[src/common/vic_pkg.sv]
// Constants and carrier types for the vectored interrupt controller.
`default_nettype none
package vic_pkg;
  localparam int unsigned NUM_SRC  = 32;
  localparam int unsigned STK_DEPTH = 8;
  localparam int unsigned SP_W     = 4;
  // Byte offsets of the register map.
  localparam logic [8:0] OFS_SMR   = 9'h000;
  localparam logic [8:0] OFS_SVR   = 9'h080;
  localparam logic [8:0] OFS_IVR   = 9'h100;
  localparam logic [8:0] OFS_FVR   = 9'h104;
  localparam logic [8:0] OFS_ISR   = 9'h108;
  localparam logic [8:0] OFS_IPR   = 9'h10c;
  localparam logic [8:0] OFS_IMR   = 9'h110;
  localparam logic [8:0] OFS_CISR  = 9'h114;
  localparam logic [8:0] OFS_IECR  = 9'h120;
  localparam logic [8:0] OFS_IDCR  = 9'h124;
  localparam logic [8:0] OFS_ICCR  = 9'h128;
  localparam logic [8:0] OFS_ISCR  = 9'h12c;
  localparam logic [8:0] OFS_EOICR = 9'h130;
  localparam logic [8:0] OFS_SPU   = 9'h134;
  // Implemented sources and those fed from pins.
  localparam logic [31:0] IMPL_MASK = 32'h0007_01ff;
  localparam logic [31:0] EXT_MASK  = 32'h0007_0001;
  // Mode field layout: priority in 2:0, trigger type in 6:5.
  localparam int unsigned PRIO_LSB = 0;
  localparam int unsigned TYPE_LSB = 5;
  localparam logic [7:0]  SMR_WMASK = 8'h67;
  localparam logic [7:0]  SMR_RST   = 8'h00;
  localparam logic [31:0] VEC_RST   = 32'h0000_0000;
  localparam int unsigned SW_SRC    = 1;
  localparam int unsigned FAST_SRC  = 0;
  typedef struct packed {
    logic [8:0]  address;
    logic        read;
    logic        write;
    logic [31:0] writedata;
  } avmm_req_t;
  typedef struct packed {
    logic [2:0] lvl;
    logic [4:0] id;
  } ctx_t;
endpackage : vic_pkg
`default_nettype wire

[src/rtl/vectored_int_ctrl.sv]
// Vectored 8-level priority interrupt controller with Avalon-MM slave.
//
// Our own choices: the register offsets and the Avalon-MM interface to the registers.
`default_nettype none

// Contract
// - Vector read returns handler vector of current highest-priority source.
// - Standard sources carry priority 7 (highest) down to 0 (lowest).
// - Equal priority ties go to the smallest source number.
// - Current level is captured from the source chosen at vector read.
// - A newer higher source before the vector read wins that read.
// - Higher source after the read re-raises request; next read stacks level.
// - End-of-service write pops the last stacked level, if any.
// - Normal-mode vector read drops request and clears edge source.
// - Enable and disable commands set the readable per-source mask.
// - Set and clear commands pend or clear edge-triggered sources.
// - The fast input, or a set command when source zero is edge-triggered, drives the fast request, bypassing arbitration.
// - Source zero's mode selects the fast input's edge or level trigger.
// - Fast vector read returns source zero's handler vector.
// - Request withdrawn before the vector read yields the spurious vector.
// - Vector read with nothing pending also yields the spurious vector.
// - Spurious state blocks both requests until end-of-service write.
// - Protect mode: read only selects; write stacks and acknowledges.
// - Protect mode: source id and context change only on vector write.
// - Normal mode vector write has no effect.
// - Sources: fast 0, software 1, 2 to 8 internal, 16 to 18 pins.
// - Two-bit trigger type: low, falling, high, rising; internal use bit 0.
module vectored_int_ctrl (
  // Clock and reset.
  input  wire logic              ref_clk,
  input  wire logic              rst,
  // Register bus.
  input  wire vic_pkg::avmm_req_t avs,
  output logic [31:0]            avs_readdata,
  output logic                   avs_waitrequest,
  // Interrupt sources.
  input  wire logic              fast_interrupt_input,
  input  wire logic [2:0]        ext_irq_in,
  input  wire logic [6:0]        periph_irq_in,
  input  wire logic              debug_protect_setting,
  // Processor request lines, active high.
  output logic                   std_irq_request_line,
  output logic                   fast_irq_request_line
);
  import vic_pkg::*;

  // Sources are first reduced to one active-high bit each, then gated
  // by the enable mask and ranked by a plain priority scan. The scan is
  // combinational so that a vector read always sees the newest winner,
  // which is what lets a late higher source take over before the read.
  // The cost is a long comparison chain over all standard sources; at
  // this clock rate it fits in one cycle, but a faster build would need
  // a registered winner and one more wait state.

  // Register storage.
  logic [7:0]   smr [NUM_SRC];
  logic [31:0]  svr [NUM_SRC];
  logic [31:0]  spu;
  logic [31:0]  mask;
  logic [31:0]  edge_pend;
  logic [31:0]  prev_act;
  logic [3:0]   sync1;
  logic [3:0]   sync2;
  logic         prot1;
  logic         prot2;
  logic         ack;
  ctx_t         cur;
  ctx_t         stk [STK_DEPTH];
  logic [SP_W-1:0] sp;
  logic         spur;
  logic         hold_ok;
  ctx_t         hold;

  // Every access costs exactly one wait cycle. The access is taken on
  // the first edge, where all side effects happen, and the registered
  // read data stand at the second edge. The ack flop stops a held
  // request from being taken twice, so a master that keeps its strobe
  // up through the wait cycle does not repeat a read with side effects.
  // Bus decode.
  wire logic       req = avs.read | avs.write;
  wire logic       acc = req & ~ack;
  wire logic       rd  = acc & avs.read;
  wire logic       wr  = acc & avs.write;
  wire logic [8:0] a   = avs.address;
  wire logic [31:0] wd = avs.writedata;
  wire logic [4:0] idx = a[6:2];
  wire logic in_smr = (a[8:7] == 2'h0);
  wire logic in_svr = (a[8:7] == 2'h1);
  wire logic idx_ok = IMPL_MASK[idx];

  wire logic ivr_rd   = rd & (a == OFS_IVR);
  wire logic ivr_wr   = wr & (a == OFS_IVR);
  wire logic fvr_rd   = rd & (a == OFS_FVR);
  wire logic iecr_wr  = wr & (a == OFS_IECR);
  wire logic idcr_wr  = wr & (a == OFS_IDCR);
  wire logic iccr_wr  = wr & (a == OFS_ICCR);
  wire logic iscr_wr  = wr & (a == OFS_ISCR);
  wire logic eoi_wr   = wr & (a == OFS_EOICR);
  wire logic spu_wr   = wr & (a == OFS_SPU);
  wire logic smr_wr   = wr & in_smr & idx_ok;
  wire logic svr_wr   = wr & in_svr & idx_ok;

  // Each access is answered one cycle after it is taken.
  assign avs_waitrequest = acc;

  // Raw source levels; pins pass two flops first.
  wire logic prot = prot2;
  logic [31:0] raw;
  assign raw = {13'h0, sync2[3:1], 7'h0,
                periph_irq_in, 1'b0, sync2[0]};

  // Trigger decode per source.
  logic [31:0] is_edge;
  logic [31:0] inv;
  logic [31:0] act;
  logic [31:0] edge_ev;
  logic [31:0] pend;
  logic [31:0] live;

  always_comb begin
    for (int i = 0; i < NUM_SRC; i++) begin
      is_edge[i] = smr[i][TYPE_LSB];
      // Pin sources pick polarity with the high type bit.
      inv[i] = EXT_MASK[i] & ~smr[i][TYPE_LSB+1];
    end
  end

  assign act     = raw ^ inv;
  assign edge_ev = act & ~prev_act & is_edge;
  // Level sources follow the input; edges stay latched.
  assign pend = IMPL_MASK &
                ((edge_pend & is_edge) |
                 (act & ~is_edge));
  assign live = pend & mask;

  // The fast source is kept out of the scan on purpose. It has its own
  // request line and vector, and letting it rank here would let a fast
  // event steal a standard vector read.
  // Reserved sources never become pending because the implemented mask
  // gates them, so their mode and vector storage cannot matter.
  // Arbitration among standard sources.
  logic       best_ok;
  logic [4:0] best_id;
  logic [2:0] best_pr;

  always_comb begin
    best_ok = 1'b0;
    best_id = 5'h0;
    best_pr = 3'h0;
    // Source zero never takes part here.
    for (int i = 1; i < NUM_SRC; i++) begin
      // Strictly greater keeps the lowest number on ties.
      if (live[i] && (!best_ok ||
          smr[i][PRIO_LSB +: 3] > best_pr)) begin
        best_ok = 1'b1;
        best_id = 5'(i);
        best_pr = smr[i][PRIO_LSB +: 3];
      end
    end
  end

  wire logic idle = (sp == '0);
  // A source is serviceable if it beats the level in service.
  wire logic take = best_ok & ~spur &
                    (idle | (best_pr > cur.lvl));
  wire logic fast_ok = live[FAST_SRC] & ~spur;

  wire ctx_t best_ctx = '{lvl: best_pr, id: best_id};
  wire logic [31:0] ivr_val =
    take ? svr[best_id] : spu;
  wire logic [31:0] fvr_val =
    fast_ok ? svr[FAST_SRC] : spu;

  // In normal mode the read itself acknowledges and stacks. In protect
  // mode the read only records its choice in hold, and the following
  // vector write applies it; a lone read therefore leaves the context
  // and the status identifier untouched. A second read between read
  // and write simply overwrites hold with a newer choice.
  // A write in normal mode only drops hold, so it cannot replay a stale
  // choice later.
  // Context actions: a push acknowledges the chosen source.
  wire logic push_n = ivr_rd & ~prot & take;
  wire logic push_p = ivr_wr & prot & hold_ok;
  wire logic push   = push_n | push_p;
  wire ctx_t push_ctx = push_p ? hold : best_ctx;
  wire logic full = (sp == SP_W'(STK_DEPTH));

  wire logic spur_set =
    (ivr_rd & ~prot & ~take) |
    (ivr_wr & prot & ~hold_ok) |
    (fvr_rd & ~prot & ~fast_ok);

  wire logic pop = eoi_wr & ~spur & ~idle;

  // One-hot clear of the acknowledged edge source.
  logic [31:0] ack_clr;
  always_comb begin
    ack_clr = '0;
    if (push) begin
      ack_clr[push_ctx.id] = 1'b1;
    end
    if (fvr_rd && !prot && fast_ok) begin
      ack_clr[FAST_SRC] = 1'b1;
    end
  end

  wire logic [31:0] set_hit =
    iscr_wr ? (wd & IMPL_MASK & is_edge) : '0;
  wire logic [31:0] clr_hit =
    (iccr_wr ? wd : '0) | ack_clr;

  // Read data selection.
  wire logic [31:0] smr_rd =
    idx_ok ? {24'h0, smr[idx]} : '0;
  wire logic [31:0] svr_rd = idx_ok ? svr[idx] : '0;
  wire logic [31:0] isr_rd = {27'h0, idle ? 5'h0 : cur.id};
  wire logic [31:0] cisr_rd =
    {30'h0, std_irq_request_line, fast_irq_request_line};
  wire logic [31:0] rd_val =
    in_smr            ? smr_rd  :
    in_svr            ? svr_rd  :
    (a == OFS_IVR)    ? ivr_val :
    (a == OFS_FVR)    ? fvr_val :
    (a == OFS_ISR)    ? isr_rd  :
    (a == OFS_IPR)    ? pend    :
    (a == OFS_IMR)    ? mask    :
    (a == OFS_CISR)   ? cisr_rd :
    (a == OFS_SPU)    ? spu     :
                        32'h0;

  // Bus answer.
  always_ff @(posedge ref_clk or posedge rst) begin
    if (rst) begin
      ack          <= 1'b0;
      avs_readdata <= 32'h0;
    end else begin
      ack <= acc;
      if (rd) begin
        avs_readdata <= rd_val;
      end
    end
  end

  // Pin inputs and the protect setting pass two flops before use. The
  // fast and external sources thus lag their pins by two cycles, plus
  // one more for edge detection; internal sources are on this clock
  // and are used directly.
  // Pin synchronisers.
  always_ff @(posedge ref_clk or posedge rst) begin
    if (rst) begin
      sync1 <= 4'h0;
      sync2 <= 4'h0;
      prot1 <= 1'b0;
      prot2 <= 1'b0;
    end else begin
      sync1 <= {ext_irq_in, fast_interrupt_input};
      sync2 <= sync1;
      prot1 <= debug_protect_setting;
      prot2 <= prot1;
    end
  end

  // Mode and vector storage.
  always_ff @(posedge ref_clk or posedge rst) begin
    if (rst) begin
      for (int i = 0; i < NUM_SRC; i++) begin
        smr[i] <= SMR_RST;
        svr[i] <= VEC_RST;
      end
      spu <= VEC_RST;
    end else begin
      if (smr_wr) begin
        smr[idx] <= wd[7:0] & SMR_WMASK;
      end
      if (svr_wr) begin
        svr[idx] <= wd;
      end
      if (spu_wr) begin
        spu <= wd;
      end
    end
  end

  // Enable mask.
  always_ff @(posedge ref_clk or posedge rst) begin
    if (rst) begin
      mask <= 32'h0;
    end else if (iecr_wr) begin
      mask <= mask | (wd & IMPL_MASK);
    end else if (idcr_wr) begin
      mask <= mask & ~wd;
    end
  end

  // Edge latches: a new edge or set wins over a clear.
  always_ff @(posedge ref_clk or posedge rst) begin
    if (rst) begin
      edge_pend <= 32'h0;
      prev_act  <= 32'h0;
    end else begin
      prev_act  <= act;
      edge_pend <= IMPL_MASK & is_edge &
                   (edge_ev | set_hit |
                    (edge_pend & ~clr_hit));
    end
  end

  // The stack saves the outgoing context on every push, the idle one
  // included, so the pop after the outermost handler restores level
  // zero with no special case. When the stack is full a further push
  // is dropped, yet still clears the chosen edge source and lowers the request. Depth
  // eight matches the eight levels, so a strictly rising chain of
  // nested handlers cannot overflow it.
  // Priority stack and current context.
  always_ff @(posedge ref_clk or posedge rst) begin
    if (rst) begin
      cur <= '0;
      sp  <= '0;
      for (int i = 0; i < STK_DEPTH; i++) begin
        stk[i] <= '0;
      end
    end else if (push && !full) begin
      // The outgoing context is saved even when idle.
      stk[sp[SP_W-2:0]] <= cur;
      cur <= push_ctx;
      sp  <= sp + SP_W'(1);
    end else if (pop) begin
      cur <= stk[sp[SP_W-2:0] - 3'h1];
      sp  <= sp - SP_W'(1);
    end
  end

  // The spurious flag is set by any normal-mode vector read, or protect-mode vector write, that finds nothing to
  // serve. While it is set neither request line may rise, and the next
  // end-of-service write only clears it, without popping the stack,
  // because nothing was pushed for the spurious fetch.
  // Spurious state and protect-mode hold.
  always_ff @(posedge ref_clk or posedge rst) begin
    if (rst) begin
      spur    <= 1'b0;
      hold_ok <= 1'b0;
      hold    <= '0;
    end else begin
      if (spur_set) begin
        spur <= 1'b1;
      end else if (eoi_wr) begin
        spur <= 1'b0;
      end
      // A protect-mode read only remembers its choice.
      if (ivr_rd && prot) begin
        hold_ok <= take;
        hold    <= best_ctx;
      end else if (ivr_wr) begin
        hold_ok <= 1'b0;
      end
    end
  end

  // Both request lines are registered so that the core sees no glitch
  // from the combinational scan. The standard line drops at the same edge
  // that takes the acknowledging fetch.
  // Request lines; the spurious state silences both.
  always_ff @(posedge ref_clk or posedge rst) begin
    if (rst) begin
      std_irq_request_line  <= 1'b0;
      fast_irq_request_line <= 1'b0;
    end else begin
      std_irq_request_line  <= take & ~push;
      fast_irq_request_line <= fast_ok;
    end
  end

endmodule : vectored_int_ctrl
`default_nettype wire

[config.mk]
export PLATFORM = sky130hd
export DESIGN_NAME = vectored_int_ctrl
export DESIGN_NICKNAME = d
export VERILOG_FILES = /design/src/common/vic_pkg.sv /design/src/rtl/vectored_int_ctrl.sv
export SDC_FILE = /design/constraint.sdc
export NUM_CORES = 2
export LEC_CHECK = 0
export BUFFER_PORTS_ARGS = -buffer_cell sky130_fd_sc_hd__buf_2
export CORE_MARGIN = 3
export CORE_UTILIZATION = 45
export DETAILED_ROUTE_END_ITERATION = 10
export GPL_TIMING_DRIVEN = 1
export PLACE_DENSITY = 0.62
export REMOVE_ABC_BUFFERS = 1
export SYNTH_ARGS = -nofsm -noshare
export SYNTH_HDL_FRONTEND = slang
export SYNTH_SLANG_ARGS = --single-unit
[constraint.sdc]
create_clock -name ref_clk -period 51.2 [get_ports ref_clk]
set_input_delay 5.12 -clock ref_clk [delete_from_list [all_inputs] [get_ports ref_clk]]
set_output_delay 5.12 -clock ref_clk [all_outputs]
set_load 0.01 [all_outputs]
* Yosys cells after proc, flatten, opt, wreduce, memory -nomap -nowiden
Memories as Yosys holds them, arrays and structs flattened. Index checks and enable logic that the tools add are counted. Widths: inputs -> output; s select.
Storage, ports and cells: register bits after elaboration 1526, bits in latches 0, bits in writable memories 0, ROM bits 32, bits of input ports 57, memories kept 1
Operators by class: $add $sub $neg 3, multipliers 0, div/mod/pow operators 0, magnitude comparators 40, equal/unequal tests 14, shift-type cells 0, mux-type cells 146, bitwise logic cells 70, reduce and logical (&&, ||, !) cells 105
Memories:
- (no name shown) | words 32, bits a word 1, rd ports 1, clocked after Yosys merged registers in 0, wr ports 0, RTL line vectored_int_ctrl.sv:89 | wire logic idx_ok = IMPL_MASK[idx];
Operators with widths (number):
- $bwmux 1024 | 1
- $mux 32 | 22
- $bmux 32 s5 | 2
- $bwmux 256 | 1
- $demux 32 s5 | 1
- $and 19x32->32 | 4
- $mux 5 | 22
- $eq 9x9->1 const B | 12
- $mux 3 | 35
- $and 32x32->32 | 3
- $or 32x32->32 | 3
- $gt 3x3->1 | 31
- $mux 8 | 10
- $bwmux 64 | 1
- $not 32->32 | 2
- $bmux 8 s5 | 1
- $demux 8 s5 | 1
- $mux 1 | 39
- $and 19x19->19 | 2
- $logic_and 1x1->1 | 37
- $logic_not 1->1 | 32
- $not 19->32 | 1
- $or 32x19->32 | 1
- $and 1x1->1 | 30
- other kinds (27) | 84

* Logic depth before layout (Yosys ltp)
depth after elaboration 138, depth in mapped cells 103

* Worst setup path after synthesis
OpenSTA, ideal clock, no wires.
path type input to register, start in periph_irq_in[0], end reg sp[3], library setup time 0.129 ns, data arrival time 22.484 ns, setup slack 28.586 ns, stages on the path 87, path buffers 7, path through mux2_4 > nand2_1 > o21a_1 > a22oi_1 > ha_1 > a211oi_1 > o22ai_2 > a222oi_1 > or2_2 > ha_1 > a211oi_1 > o21bai_2 > and2_1 > buf_4 > o21a_1 > ha_1 > a211o_1 > a22oi_1 > [... 51 more ...] > inv_1 > a21o_1 > a21oi_1 > a31oi_1 > nor2_1 > a211oi_1 > nand2_1 > o31ai_2 > and2_1 > buf_2 > inv_2 > buf_2 > clkbuf_1 > ha_1 > o21ai_0 > a21oi_1 > o22ai_1 > xor2_1
Between the ends: cells in the longest elaborated chain, start to end 129
RTL lines:
- from (decl) | RTL line vectored_int_ctrl.sv:39 | input wire logic [6:0] periph_irq_in,
- $xor 19x19->19 * | RTL line vectored_int_ctrl.sv:128 | assign act = raw ^ inv;
- $and 19x19->19 * | RTL line vectored_int_ctrl.sv:133 | (act & ~is_edge));
- $or 19x19->19 * | RTL line vectored_int_ctrl.sv:132 | ((edge_pend & is_edge) |
- $and 19x32->32 * | RTL line vectored_int_ctrl.sv:134 | assign live = pend & mask;
- $logic_and 1x1->1 * | RTL line vectored_int_ctrl.sv:153 | if (live[i] && (!best_ok ||
- $mux 3 / $mux 1 (equally long branches) | RTL line vectored_int_ctrl.sv:153
- $gt 3x3->1 / $logic_not 1->1 (equally long branches) | RTL line vectored_int_ctrl.sv:154, vectored_int_ctrl.sv:153
- $logic_or 1x1->1 | RTL line vectored_int_ctrl.sv:153
- [... 113 more ...]
- $mux 3 | RTL line vectored_int_ctrl.sv:153
- $gt 3x3->1 | RTL line vectored_int_ctrl.sv:165 | (idle | (best_pr > cur.lvl));
- $or 1x1->1 | RTL line vectored_int_ctrl.sv:165
- $and 1x1->1 * | RTL line vectored_int_ctrl.sv:164 | wire logic take = best_ok & ~spur &
- $and 1x1->1 * | RTL line vectored_int_ctrl.sv:182 | wire logic push_n = ivr_rd & ~prot & take;
- $or 1x1->1 * | RTL line vectored_int_ctrl.sv:184 | wire logic push = push_n | push_p;
- $logic_and 1x1->1 * | RTL line vectored_int_ctrl.sv:322 | end else if (push && !full) begin
- $mux 4 / $reduce_bool 2->1 (equally long branches)
- to (signal assigned) | RTL line vectored_int_ctrl.sv:326 | sp <= sp + SP_W'(1);
- to (signal assigned) | RTL line vectored_int_ctrl.sv:329 | sp <= sp - SP_W'(1);
- to (decl) | RTL line vectored_int_ctrl.sv:69 | logic [SP_W-1:0] sp;
Mark *: on every way between the ends. The rest lies on a longest branch, timed or not. A chain may end at the register's enable or synchronous reset.

* Worst setup path in the final report
start in periph_irq_in[0], end reg stk[61] (netlist bit)
Between the ends: cells in the longest elaborated chain, start to end 128
RTL lines:
- $xor 19x19->19 * | RTL line vectored_int_ctrl.sv:128
- $and 19x19->19 * | RTL line vectored_int_ctrl.sv:133
- $or 19x19->19 * | RTL line vectored_int_ctrl.sv:132
- $and 19x32->32 * | RTL line vectored_int_ctrl.sv:134
- $logic_and 1x1->1 * | RTL line vectored_int_ctrl.sv:153
- $mux 3 / $mux 1 (equally long branches) | RTL line vectored_int_ctrl.sv:153
- $gt 3x3->1 / $logic_not 1->1 (equally long branches) | RTL line vectored_int_ctrl.sv:154, vectored_int_ctrl.sv:153
- $logic_or 1x1->1 | RTL line vectored_int_ctrl.sv:153
- [... 112 more ...]
- $logic_and 1x1->1 | RTL line vectored_int_ctrl.sv:153
- $mux 3 | RTL line vectored_int_ctrl.sv:153
- $gt 3x3->1 | RTL line vectored_int_ctrl.sv:165
- $or 1x1->1 | RTL line vectored_int_ctrl.sv:165
- $and 1x1->1 * | RTL line vectored_int_ctrl.sv:164
- $and 1x1->1 * | RTL line vectored_int_ctrl.sv:182
- $or 1x1->1 * | RTL line vectored_int_ctrl.sv:184
- $logic_and 1x1->1 * | RTL line vectored_int_ctrl.sv:322
- to (signal, indexed assignment) | RTL line vectored_int_ctrl.sv:324 | stk[sp[SP_W-2:0]] <= cur;
- to (decl) | RTL line vectored_int_ctrl.sv:68 | ctx_t stk [STK_DEPTH];
Marked as above.

==> summary.md <==
| Metric | Value |
|---|---|
| Leak Pwr | `between 30 and 40 nW` |
| Die ar. | `144100 um2` |
| Iteration-0 DRC Markers | `4115` |
| CTS clk-pin slew, worst paths | `0.06 ns` |
| P per Cell Area | `35.22 nW/um2` |
| Syn Area/Cell | `12.66 um2` |
| Finish-stage setup viols | `0` |
| Slowest CP cell | `nor4_2` |
| WP buf/inv | `6` |
| DP HPWL | `110.8 mm` |
| First-pass GRT wire length | `~280 mm` |
| Die Y | `379.5 um` |
| # IOs | `between 90 and 100` |
| Number of flops mapped to enable cells by yosys | `0` |
| Seq/Total Area, Yosys | `55.88%` |
| Status | `finished, final reports clean` |
| Synth Cell Area | `between 60000 and 70000 um2` |
| Worst-Skew Late Latency | `0.80 ns` |
| Total CTS buffers | `147` |
| Drt first pass iters | `7` |
| Nets@finish | `about 4300` |
| Post-synth ARST share | `100.0%` |
| Via density | `6.225` |
| Sw frac | `24.15%` |
| Crit path max-delay family | `compound AO/OA/AOI/OAI gates` |
| Max stage delay on crit path | `0.68 ns` |
| Upper clock frequency limit | `41.44 MHz` |
| Critical Path Sink Type | `flop` |
| Final worst setup slack | `27.07 ns` |
| Sequential Power Share | `48.0%` |
| Most common cell after layout, fill and taps aside | `dfrtp_1` |
| Hold Crit Start | `sync1[3]$_DFF_PP0_` |
| Root Buffer | `clkbuf_16` |
| Setup TNS | `0 ns` |
| Clk buf depth | `3` |
| Synth Instances | `4961` |
| Cts hold-fix bufs | `0` |
| Hold crit path type | `flop to flop` |
| Initial Util | `about 45%` |
| YS warnings | `0` |
| Hold Violations, Final | `0` |
| Combinational share of power | `~6.3%` |
| NetSw | `0.5731 mW` |
| Placer's final routability congestion estimate | `0.9369` |
| Unrepaired setup endpoints after global routing | `false` |
| Largest net degree at the start of global routing | `approximately 160` |
| Skew final | `0.03132 ns` |
| Port Buffer Count | `91` |
| Row cnt | `roughly 140` |
| Slew Viols, Final | `0` |
| Pin slew with the least headroom to its limit | `between 1 and 1.5 ns` |
| Post-route core utilization | `48.82%` |
| Chip Width | `about 380 um` |
| Worst reg2reg path startpoint | `is_edge[1]$_DFFE_PP0P_` |
| #FFs+latches synth | `1402` |
| Gr ovfl total | `0` |
| Setup CP Type | `primary input to flop` |
| Dpl ws | `26.48 ns` |
| Gates resized, CTS repair | `0` |
| Worst path most repeated cell | `ha_1` |
| Area grow syn2layout | `7.299%` |
| Setup crit start | `periph_irq_in[0]` |
| Worst vdd ir | `0.02958 mV` |
| Main flop type after synthesis | `dfrtp_1` |
| Max cap viols | `0` |
| Share of cells above drive strength 1 | `between 30% and 40%` |
| DRC Markers | `0` |
| Most frequent cells in the layout | `dfrtp_1, mux2_2, nand2_1` |
| CTS tree | `yes` |
| GRT Overall Usage | `~26%` |
| Cell variety after synth | `98` |
| Post-CTS setup buffer count | `0` |
| Vias | `38660` |
| Placed inst area | `between 60000 and 70000 um2` |
| Initial antenna violation count | `13` |
| Clk pwr share | `45.7%` |
| DRT Wirelength | `around 180 mm` |
| Worst hold slack | `0.3521 ns` |
| Final min period | `between 20 and 25 ns` |
| Required time of the critical path | `51.86 ns` |
| Core area | `138000 um2` |
| Cell area after layout | `67370 um2` |
| Worst Path Max Fanout | `53` |
| Average routed wire per standard cell | `29.66 um` |
| DRT antenna net count | `0` |
| Clk sinks | `1402` |
| Worst EP arrival | `roughly 25 ns` |
| Worst Setup Start Kind | `primary input` |
| Total internal power | `1.800 mW` |
| Max H-tree Level | `4` |
| Vias in the first global route | `40110` |
| Fin crit share | `47.13%` |
| Max-slew headroom | `16.63%` |
==> through the flow <==
| step | std cells | power, mW |
|---|---|---|
| CTS | 6206 | 2.396 |
| global route | 6207 | 2.455 |
| global placement | 5947 | 1.307 |
| finish | 6210 | 2.373 |
| floorplan | 3897 | 1.236 |
| detailed placement | 5947 | 1.308 |
==> cell type report <==
type | count | area, um2
clock inverter | 50 | 694.4
clock buffer | 209 | 4214
fill | 11850 | 70630
sequential | 1402 | 35080
tap | 1863 | 2331
timing repair buffer | 187 | 1221
inverter | 38 | 150.1
antenna | 4 | 10.01
multi-input combinational | 2457 | 23670
==> path summary, 6_finish.rpt <==
check                      depth (start not counted)                      end  slack, ns
setup / recovery                                  81      stk[61]$_DFFE_PP0P_      27.07
hold / removal                                     0       sync2[3]$_DFF_PP0_       0.35
setup reg to reg                                  83      stk[61]$_DFFE_PP0P_      30.14
hold reg to reg                                    0       sync2[3]$_DFF_PP0_       0.35
max in group asynchronous                          6     svr[568]$_DFFE_PP0P_      42.50
min in group asynchronous                          2  is_edge[30]$_DFFE_PP0P_       4.47
==> cells by family (layout without fill, tap and decap cells) <==
kind of cell	after synthesis	after routing	synth area share, %
xor+xnor	8	8	0.1116
mux	912	912	21.85
flops	1402	1402	55.88
buf+inv	1102	484	6.793
compound gates	785	785	9.266
simple gates	719	719	5.446
fa+ha+maj	33	33	0.6536
other cells	0	4	0
==> synthesized netlist by cell type, types with 11 or more instances <==
cell type / count / share of area [%]
nand2_1: 316 / 1.9
mux2_2: 537 / 9.6
a22o_1: 37 / 0.52
nor2b_1: 21 / 0.21
a31oi_1: 53 / 0.53
nand3_1: 100 / 0.80
mux2i_1: 52 / 0.83
and3_1: 40 / 0.40
o31ai_1: 14 / 0.17
and2_1: 11 / 0.11
o41ai_2: 20 / 0.52
nor3_1: 35 / 0.28
a22oi_1: 117 / 1.4
nor2_1: 98 / 0.59
ha_1: 32 / 0.64
a221o_1: 41 / 0.65
buf_1: 48 / 0.29
nand2b_1: 16 / 0.16
o21ai_0: 96 / 0.77
o211ai_1: 24 / 0.29
dfrtp_1: 1402 / 56
a21boi_1: 11 / 0.13
o21ai_1: 29 / 0.23
a221oi_1: 75 / 1.0
a21boi_0: 22 / 0.26
mux4_2: 312 / 11
o22ai_1: 11 / 0.11
a211oi_1: 35 / 0.42
nand4_1: 21 / 0.21
clkbuf_1: 951 / 5.7
a21oi_1: 119 / 0.95
buf_2: 54 / 0.43
inv_1: 37 / 0.22
==> power groups by stage <==
stage | Sequential (mW) | Combinational, mW | Clock, mW
6_report | 1.14 | 0.150 | 1.08
5_1_grt | 1.14 | 0.161 | 1.15
4_1_cts | 1.14 | 0.150 | 1.11
3_5_place_dp | 1.16 | 0.149 | 0
3_3_place_gp | 1.16 | 0.148 | 0
2_1_floorplan | 1.16 | 0.0789 | 0
==> routing by layer <==
metal  GRT usage (%)  share of wire, %
met3           5.683               8.7
met2           38.21                45
met1           36.32                42
met5               0             0.015
met4           10.80               4.5
==> state kept, by name, summed over array words and instances (netlist names), 12 cells and up, named ones only <==
register      flops
mask             20
is_edge          32
stk              64
avs_readdata     32
smr             128
spu              32
edge_pend        12
svr            1024
(Power assumes the default switching activity.)
